<file path="config.mk">
export PLATFORM = sky130hd
export DESIGN_NAME = ppm_port_mux
export DESIGN_NICKNAME = d
export VERILOG_FILES = /design/src/design/ppm_pkg.sv /design/src/design/ppm_port_mux.sv
export SDC_FILE = /design/constraint.sdc
export NUM_CORES = 1
export LEC_CHECK = 0
export BUFFER_PORTS_ARGS = -buffer_cell sky130_fd_sc_hd__buf_4
export CAP_MARGIN = 20
export CORE_ASPECT_RATIO = 2
export CORE_UTILIZATION = 33
export CTS_CLUSTER_SIZE = 28
export DETAILED_ROUTE_END_ITERATION = 6
export HOLD_SLACK_MARGIN = 0.12
export PLACE_DENSITY = 0.56
export SYNTH_ARGS = -nofsm -noshare
export SYNTH_HDL_FRONTEND = slang
export SYNTH_SLANG_ARGS = --single-unit
export TNS_END_PERCENT = 5
</file>
<file path="constraint.sdc">
create_clock -name mclk_i -period 2.9 [get_ports mclk_i]
set_clock_uncertainty 0.2 [all_clocks]
set_input_delay 0.145 -clock mclk_i [delete_from_list [all_inputs] [get_ports mclk_i]]
set_output_delay 0.145 -clock mclk_i [all_outputs]
set_load 0.02 [all_outputs]
</file>
<file path="src/design/ppm_pkg.sv">
// Purpose: Constants for the port pin mux and input port block
// Assumes: Byte-wide register port, offsets chosen locally
// Notes:   Pin groups: port three low pins, input ports, port A
package ppm_pkg;
  // ----------------------------------------
  // Register offsets
  // ----------------------------------------
  localparam logic [3:0] PPM_OFF_P3_DIR   = 4'h0;
  localparam logic [3:0] PPM_OFF_P3_DATA  = 4'h1;
  localparam logic [3:0] PPM_OFF_P3_STATE = 4'h2;
  localparam logic [3:0] PPM_OFF_P3_OD    = 4'h3;
  localparam logic [3:0] PPM_OFF_P4_LVL   = 4'h4;
  localparam logic [3:0] PPM_OFF_P9_LVL   = 4'h5;
  localparam logic [3:0] PPM_OFF_PA_DIR   = 4'h6;
  localparam logic [3:0] PPM_OFF_PA_DATA  = 4'h7;
  localparam logic [3:0] PPM_OFF_PA_STATE = 4'h8;
  localparam logic [3:0] PPM_OFF_PA_PULL  = 4'h9;
  localparam logic [3:0] PPM_OFF_PA_OD    = 4'ha;
  localparam logic [3:0] PPM_OFF_PIN_FUNC = 4'hb;
  localparam logic [3:0] PPM_OFF_MODE     = 4'hc;
  localparam logic [3:0] PPM_OFF_SER_CTRL = 4'hd;
  // ----------------------------------------
  // Widths, resets, fields
  // ----------------------------------------
  localparam int         PPM_P3_W      = 3;
  localparam int         PPM_PA_W      = 4;
  localparam int         PPM_P9_W      = 4;
  localparam logic [7:0] PPM_RD_UNMAP  = 8'h00;
  localparam logic [3:0] PPM_PA_RST    = 4'h0;
  localparam logic [2:0] PPM_P3_RST    = 3'h0;
  localparam logic [3:0] PPM_AE_RST    = 4'h0;
  // Address-enable threshold per port A pin (field >= value gives address)
  localparam logic [3:0] PPM_AE_PA3    = 4'hc;
  localparam logic [3:0] PPM_AE_PA2    = 4'hb;
  localparam logic [3:0] PPM_AE_PA1    = 4'ha;
  localparam logic [3:0] PPM_AE_PA0    = 4'h9;
  // Serial/I2C control bits
  localparam int         PPM_SC_IIC_EN = 0;
  localparam int         PPM_SC_SYNC   = 1;
  localparam int         PPM_SC_CKLO   = 2;
  localparam int         PPM_SC_CKHI   = 3;
  localparam int         PPM_SC_RX_ON  = 4;
  localparam int         PPM_SC_TX_ON  = 5;
  localparam logic [5:0] PPM_SC_RST    = 6'h00;
  // Operating modes
  typedef enum logic [2:0] {
    PPM_MODE_4 = 3'b100,
    PPM_MODE_5 = 3'b101,
    PPM_MODE_6 = 3'b110,
    PPM_MODE_7 = 3'b111
  } ppm_mode_t;
  localparam logic [2:0] PPM_MODE_RST  = 3'b111;
endpackage

</file>
<file path="src/design/ppm_port_mux.sv">
// Notes on behaviour
// RL1: Pin32 clock setting wins, else I2C data
// RL2: Pin32 otherwise general I/O, interrupt always sampled
// RL3: Open-drain bit: drive low only; code keeps pin30 transmit data push-pull, driving high
// RL4: Receiver on makes pin31 receive input
// RL5: Transmitter on makes pin30 transmit output
// RL6: Eight-pin input port never drives
// RL7: Eight-pin levels read, writes ignored
// RL8: Four-pin input port never drives
// RL9: Four-pin levels read in bits 3..0
// RL10: Port A: general, address, serial functions
// RL11: Port A per-pin software pull-up
// RL12: Port A direction write-only, reads undefined
// RL13: Mode 7: direction bit picks output/input
// RL14: Modes 4-6: address field overrides direction
// RL15: Non-address pins follow direction bits
// RL16: Port A data four bits, reset zero
// RL17: Pin-state read: data if output, else pin
//
// Purpose: Pin function mux for port three low pins, port A, input ports
// Assumes: Pins synchronous to mclk_i; serial/I2C units external
// Notes:   Port A serial pins left to serial unit, not muxed here
`timescale 1ns/1ns
module ppm_port_mux
  import ppm_pkg::*;
#(
  parameter int P4_W = 8
) (
  input  wire logic            mclk_i,
  input  wire logic            srst_i,
  input  wire logic [3:0]      addr_i,
  input  wire logic [7:0]      wdata_i,
  input  wire logic            wr_i,
  input  wire logic            rd_i,
  output logic      [7:0]      rdata_o,
  input  wire logic [2:0]      p3_pin_i,
  output logic      [2:0]      p3_pin_o,
  output logic      [2:0]      p3_pin_oe_o,
  input  wire logic            serial0_clock_out_i,
  output logic                 serial0_clock_in_o,
  output logic                 serial0_receive_o,
  input  wire logic            serial0_transmit_i,
  input  wire logic            iic1_data_out_i,
  output logic                 iic1_data_in_o,
  output logic                 ext_interrupt_four_o,
  input  wire logic [P4_W-1:0] p4_pin_i,
  input  wire logic [3:0]      p9_pin_i,
  input  wire logic [3:0]      pa_pin_i,
  input  wire logic [3:0]      pa_addr_i,
  output logic      [3:0]      pa_pin_o,
  output logic      [3:0]      pa_pin_oe_o,
  output logic      [3:0]      pa_pullup_o
);
  // ----------------------------------------
  // Registers
  // ----------------------------------------
  logic [2:0] p3_dir;
  logic [2:0] p3_data;
  logic [2:0] p3_od;
  logic [3:0] pa_direction_select;
  logic [3:0] pa_output_latch;
  logic [3:0] pa_pullup_ctrl;
  logic [3:0] pa_open_drain_ctrl;
  logic [3:0] address_enable_field;
  ppm_mode_t  op_mode;
  logic [5:0] ser_ctrl;

  always_ff @(posedge mclk_i) begin
    if (srst_i) begin
      p3_dir  <= PPM_P3_RST;
      p3_data <= PPM_P3_RST;
      p3_od   <= PPM_P3_RST;
    end else if (wr_i) begin
      if (addr_i == PPM_OFF_P3_DIR)  p3_dir  <= wdata_i[2:0];
      if (addr_i == PPM_OFF_P3_DATA) p3_data <= wdata_i[2:0];
      if (addr_i == PPM_OFF_P3_OD)   p3_od   <= wdata_i[2:0];
    end
  end

  always_ff @(posedge mclk_i) begin
    if (srst_i) begin
      pa_direction_select  <= PPM_PA_RST;
      pa_output_latch      <= PPM_PA_RST; // RL16
      pa_pullup_ctrl       <= PPM_PA_RST;
      pa_open_drain_ctrl   <= PPM_PA_RST;
      address_enable_field <= PPM_AE_RST;
    end else if (wr_i) begin
      if (addr_i == PPM_OFF_PA_DIR)   pa_direction_select  <= wdata_i[3:0];
      if (addr_i == PPM_OFF_PA_DATA)  pa_output_latch      <= wdata_i[3:0]; // RL16
      if (addr_i == PPM_OFF_PA_PULL)  pa_pullup_ctrl       <= wdata_i[3:0]; // RL11
      if (addr_i == PPM_OFF_PA_OD)    pa_open_drain_ctrl   <= wdata_i[3:0];
      if (addr_i == PPM_OFF_PIN_FUNC) address_enable_field <= wdata_i[3:0];
    end
  end

  always_ff @(posedge mclk_i) begin
    if (srst_i) begin
      op_mode  <= PPM_MODE_7;
      ser_ctrl <= PPM_SC_RST;
    end else if (wr_i) begin
      if (addr_i == PPM_OFF_MODE && wdata_i[2]) op_mode <= ppm_mode_t'(wdata_i[2:0]);
      if (addr_i == PPM_OFF_SER_CTRL) ser_ctrl <= wdata_i[5:0];
    end
  end

  // ----------------------------------------
  // Port three pin selection
  // ----------------------------------------
  logic       iic_en;
  logic       ck_lo;
  logic       ck_hi;
  logic       sync_sel;
  logic       p32_iic;
  logic       p32_ck_in;
  logic       p32_ck_out;
  logic [2:0] next_p3_o;
  logic [2:0] next_p3_oe;

  assign iic_en     = ser_ctrl[PPM_SC_IIC_EN];
  assign ck_lo      = ser_ctrl[PPM_SC_CKLO];
  assign ck_hi      = ser_ctrl[PPM_SC_CKHI];
  assign sync_sel   = ser_ctrl[PPM_SC_SYNC];
  assign p32_iic    = iic_en && !ck_hi && !ck_lo && !sync_sel; // RL1
  assign p32_ck_in  = !p32_iic && ck_hi; // RL1
  assign p32_ck_out = !p32_iic && !ck_hi && (sync_sel || ck_lo); // RL1

  always_comb begin
    next_p3_o  = p3_data;
    next_p3_oe = p3_dir;
    // Pin 30: transmit data overrides direction
    if (ser_ctrl[PPM_SC_TX_ON]) begin // RL5
      next_p3_o[0]  = serial0_transmit_i;
      next_p3_oe[0] = 1'b1;
    end
    // Pin 31: receive input overrides direction
    if (ser_ctrl[PPM_SC_RX_ON]) begin // RL4
      next_p3_oe[1] = 1'b0;
    end
    // Pin 32
    if (p32_iic) begin // RL1
      next_p3_o[2]  = 1'b0;
      next_p3_oe[2] = !iic1_data_out_i;
    end else if (p32_ck_in) begin
      next_p3_oe[2] = 1'b0;
    end else if (p32_ck_out) begin
      next_p3_o[2]  = serial0_clock_out_i;
      next_p3_oe[2] = 1'b1;
    end
    // Open drain: drive low only, float high
    for (int i = 0; i < PPM_P3_W; i++) begin
      // Transmit data stays push-pull; only general and clock outputs go open drain
      if (p3_od[i] && !(i == 2 && p32_iic) && !(i == 0 && ser_ctrl[PPM_SC_TX_ON]) && next_p3_oe[i]) begin // RL3
        next_p3_oe[i] = !next_p3_o[i];
        next_p3_o[i]  = 1'b0;
      end
    end
  end

  always_ff @(posedge mclk_i) begin
    if (srst_i) begin
      p3_pin_o             <= PPM_P3_RST;
      p3_pin_oe_o          <= PPM_P3_RST;
      serial0_clock_in_o   <= 1'b0;
      serial0_receive_o    <= 1'b1;
      iic1_data_in_o       <= 1'b1;
      ext_interrupt_four_o <= 1'b0;
    end else begin
      p3_pin_o             <= next_p3_o; // RL2
      p3_pin_oe_o          <= next_p3_oe; // RL2
      serial0_clock_in_o   <= p3_pin_i[2];
      serial0_receive_o    <= p3_pin_i[1]; // RL4
      iic1_data_in_o       <= p3_pin_i[2];
      ext_interrupt_four_o <= p3_pin_i[2]; // RL2
    end
  end

  // ----------------------------------------
  // Port A pin selection
  // ----------------------------------------
  logic [3:0] pa_is_addr;
  logic [3:0] next_pa_o;
  logic [3:0] next_pa_oe;
  logic       addr_mode;
  localparam logic [3:0] AE_THR [4] = '{PPM_AE_PA3, PPM_AE_PA2, PPM_AE_PA1, PPM_AE_PA0};

  assign addr_mode = (op_mode != PPM_MODE_7);

  generate
    for (genvar g = 0; g < PPM_PA_W; g++) begin : g_pa
      assign pa_is_addr[g] = addr_mode && (address_enable_field >= AE_THR[3-g]); // RL14
      always_comb begin
        if (pa_is_addr[g]) begin // RL14
          next_pa_o[g]  = pa_addr_i[g];
          next_pa_oe[g] = 1'b1;
        end else if (pa_direction_select[g]) begin // RL13 RL15 RL10
          next_pa_o[g]  = pa_open_drain_ctrl[g] ? 1'b0 : pa_output_latch[g];
          next_pa_oe[g] = pa_open_drain_ctrl[g] ? !pa_output_latch[g] : 1'b1;
        end else begin
          next_pa_o[g]  = 1'b0;
          next_pa_oe[g] = 1'b0;
        end
      end
    end
  endgenerate

  always_ff @(posedge mclk_i) begin
    if (srst_i) begin
      pa_pin_o    <= PPM_PA_RST;
      pa_pin_oe_o <= PPM_PA_RST;
      pa_pullup_o <= PPM_PA_RST;
    end else begin
      pa_pin_o    <= next_pa_o;
      pa_pin_oe_o <= next_pa_oe;
      pa_pullup_o <= pa_pullup_ctrl & ~next_pa_oe; // RL11
    end
  end

  // ----------------------------------------
  // Read path
  // ----------------------------------------
  logic [7:0] next_rdata;
  logic [3:0] pa_state;

  assign pa_state = (pa_direction_select & pa_output_latch) | (~pa_direction_select & pa_pin_i); // RL17

  always_comb begin
    next_rdata = PPM_RD_UNMAP;
    unique case (addr_i)
      PPM_OFF_P3_DATA:  next_rdata[2:0] = p3_data;
      PPM_OFF_P3_STATE: next_rdata[2:0] = (p3_dir & p3_data) | (~p3_dir & p3_pin_i);
      PPM_OFF_P3_OD:    next_rdata[2:0] = p3_od;
      PPM_OFF_P4_LVL:   next_rdata      = p4_pin_i[7:0]; // RL7 RL6
      PPM_OFF_P9_LVL:   next_rdata[3:0] = p9_pin_i; // RL9 RL8
      PPM_OFF_PA_DATA:  next_rdata[3:0] = pa_output_latch;
      PPM_OFF_PA_STATE: next_rdata[3:0] = pa_state; // RL17
      PPM_OFF_PA_PULL:  next_rdata[3:0] = pa_pullup_ctrl;
      PPM_OFF_PA_OD:    next_rdata[3:0] = pa_open_drain_ctrl;
      PPM_OFF_PIN_FUNC: next_rdata[3:0] = address_enable_field;
      PPM_OFF_MODE:     next_rdata[2:0] = op_mode;
      PPM_OFF_SER_CTRL: next_rdata[5:0] = ser_ctrl;
      default:          next_rdata      = PPM_RD_UNMAP; // RL12
    endcase
  end

  always_ff @(posedge mclk_i) begin
    if (srst_i) rdata_o <= PPM_RD_UNMAP;
    else if (rd_i) rdata_o <= next_rdata;
    else rdata_o <= PPM_RD_UNMAP;
  end

  // ----------------------------------------
  // Checks
  // ----------------------------------------
  a_iic_data_pin: assert property (@(posedge mclk_i) disable iff (srst_i) // RL1
    p32_iic |=> (p3_pin_o[2] == 1'b0)) else $error("iic data pin drives high");
  a_clk_in_pin: assert property (@(posedge mclk_i) disable iff (srst_i) // RL1
    p32_ck_in |=> !p3_pin_oe_o[2]) else $error("clock input pin driven");
  a_open_drain: assert property (@(posedge mclk_i) disable iff (srst_i) // RL3
    p3_od[0] && !ser_ctrl[PPM_SC_TX_ON] |=> !(p3_pin_oe_o[0] && p3_pin_o[0])) else $error("open drain drives high");
  a_rx_input: assert property (@(posedge mclk_i) disable iff (srst_i) // RL4
    ser_ctrl[PPM_SC_RX_ON] |=> !p3_pin_oe_o[1]) else $error("receive pin driven");
  a_tx_output: assert property (@(posedge mclk_i) disable iff (srst_i) // RL5
    ser_ctrl[PPM_SC_TX_ON] |=> p3_pin_oe_o[0] && p3_pin_o[0] == $past(serial0_transmit_i))
    else $error("transmit pin not driven");
  a_p4_read: assert property (@(posedge mclk_i) disable iff (srst_i) // RL7
    rd_i && addr_i == PPM_OFF_P4_LVL |=> rdata_o == $past(p4_pin_i[7:0])) else $error("port four read wrong");
  a_pa_addr_out: assert property (@(posedge mclk_i) disable iff (srst_i) // RL14
    pa_is_addr[3] |=> pa_pin_oe_o[3] && pa_pin_o[3] == $past(pa_addr_i[3])) else $error("address pin wrong");
  a_pa_mode7: assert property (@(posedge mclk_i) disable iff (srst_i) // RL13
    op_mode == PPM_MODE_7 && !pa_direction_select[0] |=> !pa_pin_oe_o[0]) else $error("input pin driven");
  a_pa_state: assert property (@(posedge mclk_i) disable iff (srst_i) // RL17
    rd_i && addr_i == PPM_OFF_PA_STATE |=> rdata_o[3:0] == $past(pa_state)) else $error("pin state read wrong");
  c_iic_mode: cover property (@(posedge mclk_i) p32_iic);
  c_clk_out: cover property (@(posedge mclk_i) p32_ck_out);
  c_addr_mode: cover property (@(posedge mclk_i) pa_is_addr[0]);
endmodule

</file>
==> reports/results.txt <==
GRT Util Overall: 0.195
Core Footprint: 0.00932 mm2
Failing checks: DRC
Pwr/cell area: 556 mW/mm2
CTS tree: built
CP required: 2910 ps
Synth Net Count: 390
Post-synth EDFFs: 0
Most frequent cells in the layout: 69 x buf_4, 67 x dfxtp_1, 45 x nor2_1
Critical path class: in2reg
Initial antenna violation count: 0
Worst Path Arrival: 2540 ps
Area post-placement: 0.00367 mm2
Area growth from synthesis to layout: 36.7%
Pre-Repair DR Iteration Count: 6
Vias in the first global route: 2796
Clk root buf: clkbuf_16
Area contributors post-synth: dfxtp_1 42%, mux2i_1 9.8%, nor2_1 5.3%
R2R setup slack: 680 ps
Tmin final: 2530 ps
Sequential fraction of the synthesis area: 0.422
Final setup vio count: 0
Crit Path Max Fanout: 25
Port-buffer cells: 69
HPWL Detailed: 6.63 mm
H-tree levels: 3
GPL Wtd Cong: 0.910
Final hold viol count: 0
Async SR Flop Fraction: 0
Count of cell types in the netlist: 59
WL per Instance: 17.0 um
P_leak: 1.78 nW
Synth Warn #: 0
Global-route wire length before repair: 14.6 mm
Height of the die: 141 um
Nets@finish: 476
Peak VDD IR: 0.430 mV
Mapped Cells: 348
Mapped Area: 0.00318 mm2
Die Footprint: 0.0100 mm2
Die Wd: 71.4 um
Slew Viols, Final: 0
Mean Syn Cell Area: 9.13 um2
Reg clk slew, reported paths: 50 ps
Site Rows: 50
Rel. slew slack: 0.591
Max Fclk: 396 MHz
Via-to-Cell Ratio: 5.28
CP Capture Type: flop
Largest net degree at the start of global routing: 62
Worst skew pair latency: 330 ps
Drc violations: 3
Routed Antenna Nets: 0
Final wirelength: 9.23 mm
DR vias: 2866
Seq cells post-synth: 67
Buffers from clock root to sink, at most: 2
Design area: 0.00434 mm2
Startpoint types: input port
Final period util: 0.871
Share of cells above drive strength 1: 0.237
Commonest non-fill, non-tap cell in the layout: buf_4
Clk sinks: 67
Worst Max-Slew Pin Slew: 613 ps
Starting Density: 0.341
Top-area cell type share of the netlist area: 0.422
Status: complete, but fails checks
Hold WC Path Type: in2reg
Leading area contributor after synthesis: dfxtp_1
Most used DFF post-synth: dfxtp_1
DRT iter0 DRCs: 122
Post-Route Setup TNS: 0 ps
N_diodes: 0
CTS buffer count: 9
Grt total ovfl: 0
Max-capacitance violation count: 0
Io pins: 72
RSZ-0062 raised after global routing: false
-- area by class of cell --
class,instances,area (um2)
inverters,7,26.3
multi-input cells,247,1650
repair buffers,102,848
flip-flops and latches,67,1340
clock inverters,5,100
well taps,104,130
fillers,902,4980
clock buffers,11,243
-- kinds of logic after synthesis --
group,Yosys count,share of synthesized area
AO/OA/AOI/OAI,69,0.149
multiplexers,40,0.132
flip-flops,67,0.422
AND/OR/NAND/NOR,138,0.240
buffers and inverters,34,0.0571
-- timing repair --
item	4_1_cts	5_1_grt
gates resized for setup	0	0
hold buffers	33	0
endpoints found under the hold margin	55	0
buffers inserted	0	0
-- stage by stage --
stage	util	instances	hold slack, ps	power (W)	setup slack, ps
2_1_floorplan	-	348	51.6	0.00108	1400
3_3_place_gp	0.394	494	151	0.00115	953
3_5_place_dp	0.394	494	153	0.00116	933
4_1_cts	0.466	543	165	0.00243	363
5_1_grt	0.466	543	193	0.00249	298
6_report	0.466	543	183	0.00241	375
-- worst max-delay path, cell delays in order --
cell,delay (ps)
dlygate4sd3_1,540
buf_4,220
and2b_1,280
a32o_1,290
a31o_2,220
o31a_1,280
dlygate4sd3_1,560
-- power by group --
group | switching (W) | internal, W
clock network | 0.000388 | 0.000860
registers | 0.00000953 | 0.000934
logic | 0.000117 | 0.000105
total | 0.000515 | 0.00190
-- cell usage after synthesis, types with 4 or more instances --
cell type / instances
buf_6: 4
nand3_1: 11
and3_1: 6
o21ai_0: 11
nor2_1: 45
a21oi_1: 18
mux2_2: 7
buf_4: 4
nand2b_1: 6
a21boi_0: 6
mux2i_1: 31
buf_2: 5
nor3_1: 4
dfxtp_1: 67
nor2b_1: 9
clkbuf_1: 12
nand2_1: 25
inv_1: 7
and3b_1: 4
a22oi_1: 5
-- sequential cells by signal, indices dropped and copies added, names as in the netlist --
register              flops
address_enable_field      4
ext_interrupt_four_o      1
iic1_data_in_o            1
op_mode                   3
p3_data                   3
p3_dir                    3
p3_od                     3
p3_pin_o                  3
p3_pin_oe_o               3
pa_direction_select       4
pa_open_drain_ctrl        4
pa_output_latch           4
pa_pin_o                  4
pa_pin_oe_o               4
pa_pullup_ctrl            4
pa_pullup_o               4
rdata_o                   8
ser_ctrl                  6
serial0_receive_o         1
-- per-layer routing --
metal	vias to the layer above	global-route usage	routed length (um)
li1	1407	-	-
met1	1368	0.191	3250
met3	27	0.0329	275
met4	0	0.137	506
met2	64	0.360	5200
met5	-	0	0
-- path summary, 6_finish.rpt --
kind | to | depth (start not counted) | start
worst max register to register | rdata_o[1] | 5 | pa_direction_select[1]
worst min register to register | op_mode[2] | 1 | op_mode[2]
worst min-delay path | rdata_o[2] | 3 | addr_i[1]
worst max-delay path | rdata_o[1] | 7 | addr_i[3]
No activity file was read; power rests on OpenSTA's default activity.
